File: config.mk
export PLATFORM = sky130hd
export DESIGN_NAME = fcg_gate_status
export DESIGN_NICKNAME = d
export VERILOG_FILES = /design/src/fcg_pkg.sv /design/src/fcg_gate_status.sv /design/src/fcg_window_cmp.sv
export SDC_FILE = /design/constraint.sdc
export NUM_CORES = 1
export LEC_CHECK = 0
export ABC_AREA = 0
export BUFFER_PORTS_ARGS = -buffer_cell sky130_fd_sc_hd__buf_2
export CAP_MARGIN = 0
export CELL_PAD_IN_SITES_DETAIL_PLACEMENT = 1
export CELL_PAD_IN_SITES_GLOBAL_PLACEMENT = 1
export CORE_MARGIN = 2
export CORE_UTILIZATION = 34
export CTS_CLUSTER_SIZE = 28
export DETAILED_ROUTE_END_ITERATION = 12
export HOLD_SLACK_MARGIN = 0.02
export PLACE_DENSITY = 0.85
export SLEW_MARGIN = 20
export SYNTH_ARGS = -nofsm -noshare
export SYNTH_HDL_FRONTEND = slang
export SYNTH_SLANG_ARGS = --single-unit
File: constraint.sdc
create_clock -name clk -period 2.7 [get_ports clk]
set_input_delay 0.405 -clock clk [delete_from_list [all_inputs] [get_ports clk]]
set_output_delay 0.405 -clock clk [all_outputs]
set_load 0.03 [all_outputs]
File: src/fcg_pkg.sv
// Package: register map, field positions and reset values of the gate block
package fcg_pkg;
    // Register offsets
    localparam logic [7:0] OFS_CONTROL_GATE = 8'h40;
    localparam logic [7:0] OFS_FAULT_STATUS = 8'h41;
    // Range of the fan limit and parameter registers
    localparam logic [7:0] OFS_FAN_PARAM_LO = 8'h5c;
    localparam logic [7:0] OFS_FAN_PARAM_HI = 8'h6e;
    // Control register fields
    localparam int BIT_START  = 0;
    localparam int BIT_LOCK   = 1;
    localparam int BIT_READY  = 2;
    localparam int BIT_FORCE  = 3;
    // Fault status fields
    localparam int BIT_V2P5   = 0;
    localparam int BIT_VCORE  = 1;
    localparam int BIT_V3P3   = 2;
    localparam int BIT_V5     = 3;
    localparam int BIT_ZONE_A = 4;
    localparam int BIT_ZONE_I = 5;
    localparam int BIT_ZONE_B = 6;
    localparam int BIT_STAT2  = 7;
    // Reset values
    localparam logic [7:0] RST_CONTROL_GATE = 8'h00;
    localparam logic [7:0] RST_FAULT_STATUS = 8'h00;
    // Full duty code
    localparam logic [7:0] DUTY_FULL = 8'hff;
endpackage

File: src/fcg_gate_status.sv
// Fan control gate register and first fault status register
// How it works
// Start bit one selects programmed fan limits from 5Ch..6Eh.
// Start bit zero selects built-in defaults, ignoring programmed registers.
// Toggling start never alters limit or parameter register contents.
// Start bit stays writable whatever the lock bit says.
// Software should program limits before setting start; not enforced.
// Lock set makes limit and parameter registers read-only until power-off.
// Once set, the lock bit ignores all writes.
// Ready flag set by hardware after reset done and converters working.
// Override one forces every PWM output to full duty.
// Override also forces disabled PWM channels to full duty.
// Status flag sets when value lies outside its limit window.
// Zone 1 and zone 3 flags also set on remote diode faults.
// Several flags may be pending; one read returns them all.
// Set flag holds until software reads, even if fault cleared.
// After a read, flags clear unless their fault persists.
// Status register is read-only; writes change nothing.
// Bits: 2.5V, core, 3.3V, 5V, zones 1..3, status-2 summary.
// Out of window means at or below low, or above high.
// Control bits: start, lock, ready, override; bits 4..7 read zero.
// Fault arriving during the read cycle survives the read clear.
`timescale 1ns/1ps
module fcg_gate_status #(
    parameter int NUM_PWM = 3,
    parameter int NUM_V   = 4,
    parameter int NUM_T   = 3
) (
    // Clock, reset, enable
    input  wire logic                clk,
    input  wire logic                rst_n,
    input  wire logic                clk_en,
    // Register access from the serial host engine (same clock)
    input  wire logic [7:0]          reg_addr,
    input  wire logic                reg_wr,
    input  wire logic                reg_rd,
    input  wire logic [7:0]          reg_wdata,
    output      logic [7:0]          reg_rdata,
    // Lock gate for writes to the fan parameter registers
    output      logic                param_wr_ok,
    // Device health
    input  wire logic                powerup_done,
    input  wire logic                adc_ok,
    // Measurements and limits, packed by channel
    input  wire logic [NUM_V*8-1:0]  volt_value,
    input  wire logic [NUM_V*8-1:0]  volt_low,
    input  wire logic [NUM_V*8-1:0]  volt_high,
    input  wire logic [NUM_T*8-1:0]  temp_value,
    input  wire logic [NUM_T*8-1:0]  temp_low,
    input  wire logic [NUM_T*8-1:0]  temp_high,
    input  wire logic                remote_diode_a_fault,
    input  wire logic                remote_diode_b_fault,
    input  wire logic                status_two_any,
    // Fan control path
    input  wire logic [NUM_PWM*8-1:0] pwm_duty_req,
    output      logic                use_programmed,
    output      logic [NUM_PWM*8-1:0] pwm_duty_out
);
    // ****************************************************************
    // Decoding
    // ****************************************************************
    logic       start_bit;
    logic       lock_bit;
    logic       ready_bit;
    logic       force_full_duty;
    logic [7:0] fault_status_one;
    logic [7:0] control_view;
    logic [7:0] fault_now;
    logic [NUM_V-1:0] volt_out;
    logic [NUM_T-1:0] temp_out;

    wire sel_ctl   = (reg_addr == fcg_pkg::OFS_CONTROL_GATE);
    wire sel_stat  = (reg_addr == fcg_pkg::OFS_FAULT_STATUS);
    wire in_params = (reg_addr >= fcg_pkg::OFS_FAN_PARAM_LO) &&
                     (reg_addr <= fcg_pkg::OFS_FAN_PARAM_HI);
    wire ctl_wr    = clk_en && reg_wr && sel_ctl;
    wire stat_rd   = clk_en && reg_rd && sel_stat;

    // Reserved bits read zero
    assign control_view = {4'h0, force_full_duty, ready_bit,
                           lock_bit, start_bit};

    // ****************************************************************
    // Window comparators
    // ****************************************************************
    genvar gi;
    generate
        for (gi = 0; gi < NUM_V; gi++) begin : g_volt
            fcg_window_cmp #(.WIDTH(8)) u_cmp (
                .value      (volt_value[gi*8 +: 8]),
                .low_limit  (volt_low[gi*8 +: 8]),
                .high_limit (volt_high[gi*8 +: 8]),
                .outside    (volt_out[gi])
            );
        end
        for (gi = 0; gi < NUM_T; gi++) begin : g_temp
            fcg_window_cmp #(.WIDTH(8)) u_cmp (
                .value      (temp_value[gi*8 +: 8]),
                .low_limit  (temp_low[gi*8 +: 8]),
                .high_limit (temp_high[gi*8 +: 8]),
                .outside    (temp_out[gi])
            );
        end
    endgenerate

    // Live fault vector in status bit order
    assign fault_now[fcg_pkg::BIT_V2P5]   = volt_out[0];
    assign fault_now[fcg_pkg::BIT_VCORE]  = volt_out[1];
    assign fault_now[fcg_pkg::BIT_V3P3]   = volt_out[2];
    assign fault_now[fcg_pkg::BIT_V5]     = volt_out[3];
    // Diode faults join the remote zones
    assign fault_now[fcg_pkg::BIT_ZONE_A] =
        temp_out[0] | remote_diode_a_fault;
    assign fault_now[fcg_pkg::BIT_ZONE_I] = temp_out[1];
    assign fault_now[fcg_pkg::BIT_ZONE_B] =
        temp_out[2] | remote_diode_b_fault;
    assign fault_now[fcg_pkg::BIT_STAT2]  = status_two_any;

    // Sticky hold; a read keeps only live faults, so same-cycle
    // events survive the clear
    wire [7:0] next_fault_status = stat_rd ? fault_now
                                 : (fault_status_one | fault_now);

    // ****************************************************************
    // Control register
    // ****************************************************************
    // Start writable regardless of lock; lock is one-way
    wire next_start = ctl_wr ? reg_wdata[fcg_pkg::BIT_START] : start_bit;
    wire next_lock  = lock_bit | (ctl_wr & reg_wdata[fcg_pkg::BIT_LOCK]);
    wire next_force = ctl_wr ? reg_wdata[fcg_pkg::BIT_FORCE]
                             : force_full_duty;
    // Ready only from hardware; writes to it are ignored
    wire next_ready = powerup_done & adc_ok;

    always_ff @(posedge clk or negedge rst_n) begin
        if (!rst_n) begin
            start_bit       <= fcg_pkg::RST_CONTROL_GATE[fcg_pkg::BIT_START];
            lock_bit        <= fcg_pkg::RST_CONTROL_GATE[fcg_pkg::BIT_LOCK];
            force_full_duty <= fcg_pkg::RST_CONTROL_GATE[fcg_pkg::BIT_FORCE];
            ready_bit       <= fcg_pkg::RST_CONTROL_GATE[fcg_pkg::BIT_READY];
        end else if (clk_en) begin
            start_bit       <= next_start;
            lock_bit        <= next_lock;
            force_full_duty <= next_force;
            ready_bit       <= next_ready;
        end
    end

    // Status flags; writes never reach them
    always_ff @(posedge clk or negedge rst_n) begin
        if (!rst_n) begin
            fault_status_one <= fcg_pkg::RST_FAULT_STATUS;
        end else if (clk_en) begin
            fault_status_one <= next_fault_status;
        end
    end

    // ****************************************************************
    // Outputs
    // ****************************************************************
    // Read data registered; whole status byte returned at once
    wire [7:0] rdata_sel = sel_ctl  ? control_view
                         : sel_stat ? fault_status_one : 8'h00;

    // Override beats any channel setting, disabled included
    logic [NUM_PWM*8-1:0] next_duty;
    always_comb begin
        for (int i = 0; i < NUM_PWM; i++) begin
            next_duty[i*8 +: 8] = next_force ? fcg_pkg::DUTY_FULL
                                             : pwm_duty_req[i*8 +: 8];
        end
    end

    // Programmed values only when start set; parameter
    // writes blocked once locked. Start never touches them.
    always_ff @(posedge clk or negedge rst_n) begin
        if (!rst_n) begin
            reg_rdata      <= 8'h00;
            param_wr_ok    <= 1'b1;
            use_programmed <= 1'b0;
            pwm_duty_out   <= '0;
        end else if (clk_en) begin
            if (reg_rd) begin
                reg_rdata <= rdata_sel;
            end
            param_wr_ok    <= ~next_lock;
            use_programmed <= next_start;
            pwm_duty_out   <= next_duty;
        end
    end

    // ****************************************************************
    // Assertions
    // ****************************************************************
    // Lock never falls once set
    AST_LOCK_STICKS: assert property (
        @(posedge clk) disable iff (!rst_n)
        lock_bit |=> lock_bit)
        else $error("lock bit cleared after being set");

    // Gate closes as soon as the lock is held
    AST_PARAM_BLOCK: assert property (
        @(posedge clk) disable iff (!rst_n)
        (clk_en && lock_bit) |=> !param_wr_ok)
        else $error("parameter writes allowed while locked");

    // A write into the parameter range under lock finds the gate shut
    AST_PARAM_WR_LOCKED: assert property (
        @(posedge clk) disable iff (!rst_n)
        (clk_en && reg_wr && in_params && lock_bit) |-> !param_wr_ok)
        else $error("parameter range write not gated by lock");

    // Start still follows software under lock
    AST_START_FREE: assert property (
        @(posedge clk) disable iff (!rst_n)
        (ctl_wr && lock_bit) |=>
            start_bit == $past(reg_wdata[fcg_pkg::BIT_START]))
        else $error("start bit not writable under lock");

    // Start set selects programmed limits on the next edge
    AST_START_SEL: assert property (
        @(posedge clk) disable iff (!rst_n)
        (clk_en && next_start) |=> use_programmed)
        else $error("programmed values not used while start set");

    // Start clear falls back to the built-in defaults
    AST_SEL_MODE: assert property (
        @(posedge clk) disable iff (!rst_n)
        (clk_en && !next_start) |=> !use_programmed)
        else $error("programmed values used while start clear");

    // Override drives every channel to full duty
    AST_FULL_DUTY: assert property (
        @(posedge clk) disable iff (!rst_n)
        (clk_en && next_force) |=>
            pwm_duty_out == {NUM_PWM{fcg_pkg::DUTY_FULL}})
        else $error("override did not force full duty");

    // Ready follows hardware health only, never the write data
    AST_READY_HW: assert property (
        @(posedge clk) disable iff (!rst_n)
        clk_en |=>
            ready_bit == ($past(powerup_done) && $past(adc_ok)))
        else $error("ready flag not driven by hardware health");

    // No flag drops without a read
    AST_STICKY: assert property (
        @(posedge clk) disable iff (!rst_n)
        (clk_en && !stat_rd) |=>
            ((fault_status_one & $past(fault_status_one))
             == $past(fault_status_one)))
        else $error("status flag lost without a read");

    // A read keeps exactly the faults still present
    AST_READ_CLEAR: assert property (
        @(posedge clk) disable iff (!rst_n)
        stat_rd |=> fault_status_one == $past(fault_now))
        else $error("read did not reload live faults");

    // Every live fault shows up one edge later
    AST_SETS: assert property (
        @(posedge clk) disable iff (!rst_n)
        clk_en |=> ((fault_status_one & $past(fault_now))
                    == $past(fault_now)))
        else $error("live fault not flagged");

    // Low-limit boundary counts as outside the window
    AST_LOW_EDGE: assert property (
        @(posedge clk) disable iff (!rst_n)
        (clk_en && (volt_value[7:0] <= volt_low[7:0])) |=>
            fault_status_one[fcg_pkg::BIT_V2P5])
        else $error("value at low limit not flagged");

    // First remote diode fault raises its zone flag
    AST_DIODE_A: assert property (
        @(posedge clk) disable iff (!rst_n)
        (clk_en && remote_diode_a_fault) |=>
            fault_status_one[fcg_pkg::BIT_ZONE_A])
        else $error("first diode fault not flagged");

    // Second remote diode fault raises its zone flag
    AST_DIODE_B: assert property (
        @(posedge clk) disable iff (!rst_n)
        (clk_en && remote_diode_b_fault) |=>
            fault_status_one[fcg_pkg::BIT_ZONE_B])
        else $error("second diode fault not flagged");

    // Top bit summarises the second status register
    AST_SUMMARY: assert property (
        @(posedge clk) disable iff (!rst_n)
        (clk_en && status_two_any) |=>
            fault_status_one[fcg_pkg::BIT_STAT2])
        else $error("status two summary not flagged");

    // Writes to the status byte change nothing
    AST_NO_STATUS_WRITE: assert property (
        @(posedge clk) disable iff (!rst_n)
        (clk_en && reg_wr && sel_stat && !reg_rd) |=>
            fault_status_one ==
                ($past(fault_status_one) | $past(fault_now)))
        else $error("write altered the status flags");

    // One read hands over the whole pending byte
    AST_READ_WHOLE: assert property (
        @(posedge clk) disable iff (!rst_n)
        (clk_en && reg_rd && sel_stat) |=>
            reg_rdata == $past(fault_status_one))
        else $error("status read did not return all flags");

    // Control read: field order fixed, reserved bits zero
    AST_RSVD_ZERO: assert property (
        @(posedge clk) disable iff (!rst_n)
        (clk_en && reg_rd && sel_ctl) |=>
            reg_rdata == {4'h0, $past(force_full_duty), $past(ready_bit),
                          $past(lock_bit), $past(start_bit)})
        else $error("control read fields wrong");
endmodule

File: src/fcg_window_cmp.sv
// Out-of-window comparator for one measured value
`timescale 1ns/1ps
module fcg_window_cmp #(
    parameter int WIDTH = 8
) (
    // Measurement and limits
    input  wire logic [WIDTH-1:0] value,
    input  wire logic [WIDTH-1:0] low_limit,
    input  wire logic [WIDTH-1:0] high_limit,
    // Result
    output      logic             outside
);
    // At or below low, or strictly above high
    assign outside = (value <= low_limit) || (value > high_limit);
endmodule

Word level (Yosys, flattened, before mapping)
Index checks and enable logic that the tools add are counted.
{ "word_totals": {"ram_bits": 0, "output_inout_bits": 34, "elab_cells": 52, "in_bits": 218, "romBits": 0, "register_bits": 45, "n_memories": 0, "latch_bits": 0} }
{ "classes": {"add_sub_neg": 0, "reduce_logical": 13, "div": 0, "order_cmp": 14, "multipliers": 0, "n_mux": 8, "n_eq_ne": 2, "shifts": 0, "bitwise": 7} }
{ "op_table": {"columns": ["operator", "n"], "rows": [
  ["greater-than comparator 8 bit", 7],
  ["<= comparator 8 bit", 7],
  ["two-way mux 8 bit", 6],
  ["== test 8 x 7 -> 1 bit (second input constant)", 2],
  ["bitwise OR 8 bit", 1],
  ["logical OR 1 bit", 7],
  ["logical AND 1 bit", 4],
  ["AND reduction 2 bit", 2],
  ["bitwise OR 1 bit", 3],
  ["bitwise AND 1 bit", 2],
  ["two-way mux 1 bit", 2],
  ["NOT 1 bit", 1]
]} }

Logic depth before layout (Yosys ltp)
Gate-level depths: netlist of the first run.
{ "depth": {"word_depth": 5, "mapped_depth": 8} }

Hierarchy
Synthesis of the first run repeated with hierarchy kept, for this count alone.
{ "hier_totals": {"cells_unflattened": 630, "hier_area_um2": 5275.1} }
{ "by_module_without_submodules": {"columns": ["module", "area_each_um2", "cells_per_inst", "seq_area_each_um2", "n_inst"], "rows": [
  ["fcg_window_cmp", 406.6, 54, 0.0, 7],
  ["fcg_gate_status", 2428.6, 252, 1127.3, 1]
]} }

Least setup slack after synthesis of the first run
Ideal clock, no wire load.
{ "synth_timing": {"path_type": "input to register", "from": "in reg_addr[3]", "to": "reg pwm_duty_out[4]", "arrival_ns": 1.703, "path_buffers": 1, "setup_slack_ns": 0.877, "required_ns": 2.581, "setup_time_ns": 0.119, "cell_stages": 7, "path_cell_list": "nor4_1 -> nand3_1 -> nor3b_2 -> mux2i_1 -> nand2_2 -> buf_6 -> o22a_2"} }
{ "synth_via": {"elab_chain_len": 4} }
{ "synth_rtl": {"columns": ["element", "line_no", "source"], "rows": [
  ["start, declared", "fcg_gate_status.sv:34", "input wire logic [7:0] reg_addr,"],
  ["== test 8 x 7 -> 1 bit", "fcg_gate_status.sv:72", "wire sel_ctl = (reg_addr == fcg_pkg::OFS_CONTROL_GATE);"],
  ["logical AND 1 bit", "fcg_gate_status.sv:76", "wire ctl_wr = clk_en && reg_wr && sel_ctl;"],
  ["two-way mux 1 bit", "fcg_gate_status.sv:130", "wire next_force = ctl_wr ? reg_wdata[fcg_pkg::BIT_FORCE]"],
  ["two-way mux 8 bit", "fcg_gate_status.sv:169", "next_duty[i*8 +: 8] = next_force ? fcg_pkg::DUTY_FULL"],
  ["end signal, assigned", "fcg_gate_status.sv:188", "pwm_duty_out <= next_duty;"],
  ["end, declared", "fcg_gate_status.sv:57", "output logic [NUM_PWM*8-1:0] pwm_duty_out"]
]} }
No other way between the ends.
A chain may end at the register's enable or synchronous reset.

Final worst setup path of the first run
{ "layout_timing": {"from": "in reg_addr[3]", "to": "reg pwm_duty_out[13]"} }
Same word-level chain as after synthesis.

==> impl_metrics.yaml, run 1 <==
outcome:
  outcome: "completed"
worst_setup_path:
  end_kind: "register"
  cp_data_required_time_ns: 2.87
  worstRegToRegCells: 3
  crit_path_max_fo: 24
  start_kind: "input port"
  r2r_end: "pwm_duty_out[13]"
  cell_chain_critical_path: "buf_2 -> nor4_1 -> nand3_1 -> nor3b_2 -> mux2i_1 -> nand2_2 -> o22a_2"
  critPathMaxStageDelay_ns: 0.33
  regToRegStartpoint: "force_full_duty"
  cp.buffers_inverters: 1
  crit_type: "input port to register"
  crit_path_top_delay_cell: "sky130_fd_sc_hd__o22a_2"
  worst_setup_path_startpoint: "reg_addr[3]"
  cp.arrival_ns: 2.23
  critical_path.top_delay_family: "simple AND/OR/NAND/NOR gates"
  reg2reg_setup_slack_ns: 1.36
yosys:
  area_share_of_the_largest_cell_type_after_synthesis_pct: 31.5
  synth_cells: 506
  synth-seq-cells: 45
  yosysUniqueCellTypes: 30
  yosys_warnings: 0
  synth_nets: 836
  synth.avg_cell_area_um2: 8.78
  syn-cell-area_um2: 4440
  seq_total_area_yosys_pct: 25.4
  synthTopCellsByArea: "sky130_fd_sc_hd__ha_1 32%, sky130_fd_sc_hd__dfrtp_1 25%, sky130_fd_sc_hd__inv_1 9.0%"
  netlist.top_cell.by_area: "sky130_fd_sc_hd__ha_1"
final_layout:
  drive_gt1_share_pct: 37.8
  final_design_area_excluding_fillers_um2: 6020
  number_of_fill_cells_in_the_layout: 1625
  nets: 1083
  mostFrequentLayoutCells: "245 x sky130_fd_sc_hd__buf_2, 112 x sky130_fd_sc_hd__ha_1, 107 x sky130_fd_sc_hd__inv_1"
  layout_commonest_cell: "sky130_fd_sc_hd__buf_2"
  finish.cell_count_without_fillers: 925
  antenna_cells: 0
  synthToLayoutAreaGrowth_pct: 35.4
routing:
  post_drt_wl_per_cell_um: 16.3
  dr_total_vias: 4743
  detail_route.wirelength_mm: 15.1
  postRouteAntennaNets: 0
  first_pass_iters: 4
  vias_per_cell: 5.13
  drc_errors: 0
  drt_first_iter_violations: 73
pwr:
  power_leakage_nw: 3.45
  peakVddDrop_uv: 252
  power.density_nw_per_um2: 361
  total_power_w: 0.00217
timing:
  finalSetupTns_ns: 0
  max_slew_margin_pct: 60.2
  final-hold-violation-count: 0
  final_max_slew_viol_count: 0
  rsz0062_at_grt: "false"
  setup_viol: 0
  worst_pin_slew_ns: 0.597
  maxClockFrequency_mhz: 486
  timing.final.crit_period_ns: 2.06
  worst_clock_skew_ns: 0.00400
  final_min_period_over_clock_period_pct: 76.2
  setup_ws_ns: 0.642
clock_network:
  worst_skew_pair.late_latency_ns: 0.28
  cts_hold_repair.buffers: 0
  post_cts_setup_buffers: 0
  cts_max_level: 2
  tritoncts_clock_tree: "yes"
  cts_made_buffers: 5
  clockBufferDepth: 2
  numClockSinks: 45
  cts.root.buffer_cell: "sky130_fd_sc_hd__clkbuf_16"
  cts.reportedPaths.clkPinSlew_ns: 0.06
  cts-resized-gates: 0
place:
  detailedPlace.worstSlack_ns: 0.356
  gp_routability_congestion: 0.845
  post-dp-hpwl_mm: 13.4
  placedInstanceArea_um2: 5850
  placedCellCount: 918
  port_buffer_count: 246
floorplanning:
  standard_cell_core_area_um2: 12700
  die_area_um2: 14000
  io_pins: 252
  starting_utilization_of_the_core_area_pct: 35.1
  die-width_um: 118
  total_number_of_placement_rows: 41
  die_y_um: 118
job:
  maxCapViolCount: 0
global_routing:
  antenna_violations_before_repair: 0
  gr-usage-all-layers_pct: 21.8
  via_count_of_the_first_global_routing_pass: 5433
  largest_net_degree_at_the_start_of_global_routing: 46
  global_route.overflow_total: 0
  grt_first_pass_wirelength_mm: 25.1
hold_path:
  min-delay-path-class: "input port to async pin"
[state kept, by name, summed over array words and instances (netlist names)]
register and count:
use_programmed 1, param_wr_ok 1, fault_status_one 8, reg_rdata 8, ready_bit 1, lock_bit 1
pwm_duty_out 24, force_full_duty 1
[how the worst max path moves through the flow]
stage | endpoint | slack [ns] | cells after the start
floorplan | pwm_duty_out[4] | 0.88 | 7
global placement | pwm_duty_out[18] | 0.48 | 7
finish | pwm_duty_out[13] | 0.64 | 7
CTS | pwm_duty_out[11] | 0.65 | 7
global route | pwm_duty_out[11] | 0.46 | 7
detailed placement | pwm_duty_out[11] | 0.36 | 7
[routing by layer]
metal	vias to the layer above	GRT usage, %	wire (um)
met3	34	5.74	1080
met1	2231	21.3	5370
met4	0	6.70	396
met2	185	43.6	8220
li1	2293	-	-
met5	-	0	0
[Yosys cell counts]
cell type,n
sky130_fd_sc_hd__a21oi_1,55
sky130_fd_sc_hd__nor2b_1,15
sky130_fd_sc_hd__a22o_1,6
sky130_fd_sc_hd__o311ai_0,1
sky130_fd_sc_hd__a21o_1,2
sky130_fd_sc_hd__dfstp_2,1
sky130_fd_sc_hd__nor3b_2,1
sky130_fd_sc_hd__mux2_2,2
sky130_fd_sc_hd__nor4_1,1
sky130_fd_sc_hd__o211ai_1,14
sky130_fd_sc_hd__o21ai_0,18
sky130_fd_sc_hd__nor2_1,6
sky130_fd_sc_hd__a2111oi_0,1
sky130_fd_sc_hd__buf_2,1
sky130_fd_sc_hd__nand2_1,31
sky130_fd_sc_hd__dfrtp_1,44
sky130_fd_sc_hd__o22ai_1,12
sky130_fd_sc_hd__o22a_2,24
sky130_fd_sc_hd__and2_2,1
sky130_fd_sc_hd__and2_1,1
sky130_fd_sc_hd__buf_6,2
sky130_fd_sc_hd__mux2i_1,6
sky130_fd_sc_hd__o22a_1,6
sky130_fd_sc_hd__inv_1,107
sky130_fd_sc_hd__or2_2,1
sky130_fd_sc_hd__clkbuf_1,4
sky130_fd_sc_hd__nand3_1,2
sky130_fd_sc_hd__nand2_2,1
sky130_fd_sc_hd__ha_1,112
sky130_fd_sc_hd__nand4_1,28
[kinds of logic (layout without fill, tap and decap cells)]
| logic type | Yosys count | in the layout | synth area share (%) |
|---|---|---|---|
| AOI/OAI and AO/OA | 139 | 139 | 20.8 |
| adders and majority gates | 112 | 112 | 31.5 |
| buffers and inverters | 114 | 361 | 10.0 |
| DFF | 45 | 45 | 25.4 |
| muxes | 8 | 8 | 1.86 |
| and+or+nand+nor | 88 | 88 | 10.4 |
[power breakdown]
| part | switching [W] | leakage, nW | internal (W) |
|---|---|---|---|
| clock network | 0.000255 | 0.0797 | 0.000430 |
| registers | 0.0000211 | 0.514 | 0.000711 |
| logic | 0.000410 | 2.85 | 0.000347 |
[through the flow]
stage	utilization (%)	hold slack [ns]
floorplan	-	0.109
global placement	46.2	0.453
detailed placement	46.2	0.459
CTS	47.5	0.328
global route	47.5	0.166
finish	47.5	0.124
[area by class of cell]
class                           instances  area [um2]  share of cell area (%)
Timing Repair Buffer                  247        1240                    20.6
Sequential cell                        45        1130                    18.7
Inverter                              107         402                    6.68
Clock inverter                          2        35.0                   0.582
Multi-Input combinational cell        347        2870                    47.7
Clock buffer                            5         125                    2.08
Tap cell                              172         215                    3.58
Note: power is estimated with default switching activity, not from simulation.
==> run 2, diff against run 1 <==
CORE_UTILIZATION = 29   (was 34)
PLACE_DENSITY = 0.77   (was 0.85)
clock period = 1.68 ns   (was 2.7 ns; I/O delays follow)
==> impl_metrics.yaml, run 2 (synthesis results as in run 1) <==
place:
  gp_routability_congestion: 0.757
  placedInstanceArea_um2: 5960
  port_buffer_count: 246
  post-dp-hpwl_mm: 12.3
pwr:
  power.density_nw_per_um2: 570
  peakVddDrop_uv: 444
  power_leakage_nw: 3.53
  total_power_w: 0.00354
clock_network:
  worst_skew_pair.late_latency_ns: 0.29
  cts_max_level: 2
  tritoncts_clock_tree: "yes"
  cts.reportedPaths.clkPinSlew_ns: 0.07
  cts.root.buffer_cell: "sky130_fd_sc_hd__clkbuf_16"
  numClockSinks: 45
  clockBufferDepth: 2
  cts_made_buffers: 5
outcome:
  outcome: "completed"
routing:
  vias_per_cell: 4.82
  drt_first_iter_violations: 91
  dr_total_vias: 4601
  first_pass_iters: 6
  postRouteAntennaNets: 0
  post_drt_wl_per_cell_um: 14.7
  drc_errors: 0
  detail_route.wirelength_mm: 14.1
worst_setup_path:
  cp.arrival_ns: 1.75
  cp_data_required_time_ns: 1.85
  start_kind: "input port"
  crit_type: "input port to register"
  end_kind: "register"
  crit_path_max_fo: 12
final_layout:
  drive_gt1_share_pct: 39.0
  synthToLayoutAreaGrowth_pct: 40.0
  top_reg_by_flops: "pwm_duty_out"
  number_of_fill_cells_in_the_layout: 1872
  antenna_cells: 0
  final_design_area_excluding_fillers_um2: 6220
  nets: 1095
  largest_reg_flops: 24
  layout_commonest_cell: "sky130_fd_sc_hd__buf_2"
  layout_top_registers: "pwm_duty_out: 24 flops, fault_status_one: 8 flops, reg_rdata: 8 flops"
  mostFrequentLayoutCells: "244 x sky130_fd_sc_hd__buf_2, 112 x sky130_fd_sc_hd__ha_1, 107 x sky130_fd_sc_hd__inv_1"
timing:
  setup_viol: 0
  max_slew_margin_pct: 69.6
  final_min_period_over_clock_period_pct: 94.2
  final_max_slew_viol_count: 0
  worst_clock_skew_ns: 0.0104
  final-hold-violation-count: 0
  maxClockFrequency_mhz: 632
  worst_pin_slew_ns: 0.456
  finalSetupTns_ns: 0
  hold_ws_ns: 0.175
  timing.final.crit_period_ns: 1.58
  rsz0062_at_grt: "true"
global_routing:
  via_count_of_the_first_global_routing_pass: 4948
  largest_net_degree_at_the_start_of_global_routing: 29
  gr-usage-all-layers_pct: 16.8
  grt_first_pass_wirelength_mm: 22.5
  antenna_violations_before_repair: 1
  global_route.overflow_total: 0
job:
  maxCapViolCount: 0
hold_path:
  min-delay-path-class: "input port to register"
floorplanning:
  die-width_um: 128
  die_area_um2: 16300
  die_y_um: 128
  total_number_of_placement_rows: 45
  standard_cell_core_area_um2: 15100
  io_pins: 252
  starting_utilization_of_the_core_area_pct: 29.4
## run 2: critical path, stage by stage
cell                      delay (ns)
sky130_fd_sc_hd__buf_6          0.10
sky130_fd_sc_hd__nor4_4         0.27
sky130_fd_sc_hd__nand3_2        0.13
sky130_fd_sc_hd__nor3b_2        0.22
sky130_fd_sc_hd__mux2i_1        0.26
sky130_fd_sc_hd__nand2_2        0.15
sky130_fd_sc_hd__buf_12         0.18
sky130_fd_sc_hd__o22a_2         0.20
## run 2: layer usage
metal,up-vias,track usage (%),share of wire (%)
li1,2318,-,-
met1,2116,20.6,43
met2,147,30.5,50
met3,18,2.80,5.7
met4,2,3.81,1.6
met5,-,0,0.071
## run 2: power by group
group	total [W]	switching (W)	internal (W)
clock	0.00114	0.000431	0.000712
sequential	0.00117	0.0000330	0.00114
combinational	0.00122	0.000647	0.000578
## run 2: cell type report
type	count	area [um2]	area share [%]
Clock buffer	5	125	2.01
Clock inverter	3	48.8	0.785
Inverter	107	402	6.46
Multi-Input combinational cell	347	2890	46.5
Sequential cell	45	1130	18.1
Tap cell	188	235	3.78
Timing Repair Buffer	259	1390	22.4
## run 2: what timing repair did
action,CTS,global route
gates resized for setup,0,5
hold buffers,1,0
setup endpoints to repair,0,24
endpoints found under the hold margin,16,0
setup buffers,0,1
## run 2: through the flow
step,utilization (%),cells,setup slack (ns)
after global routing,41.2,954,-0.0151
final,41.2,954,0.0978
after detailed placement,39.5,942,-0.231
after CTS,40.7,951,0.0615
after floorplan,-,506,0.0104
after global placement,39.5,942,-0.221
## run 2: final timing paths
kind | end | cells past startpoint | from | slack [ns]
hold / removal | pwm_duty_out[12] | 2 | pwm_duty_req[12] | 0.18
min in group asynchronous | reg_rdata[1] | 2 | rst_n | 0.47
setup reg to reg | pwm_duty_out[3] | 4 | force_full_duty | 0.46
setup / recovery | pwm_duty_out[3] | 8 | reg_addr[3] | 0.1
max in group asynchronous | pwm_duty_out[3] | 3 | rst_n | 0.70
hold reg to reg | param_wr_ok | 2 | param_wr_ok | 0.46
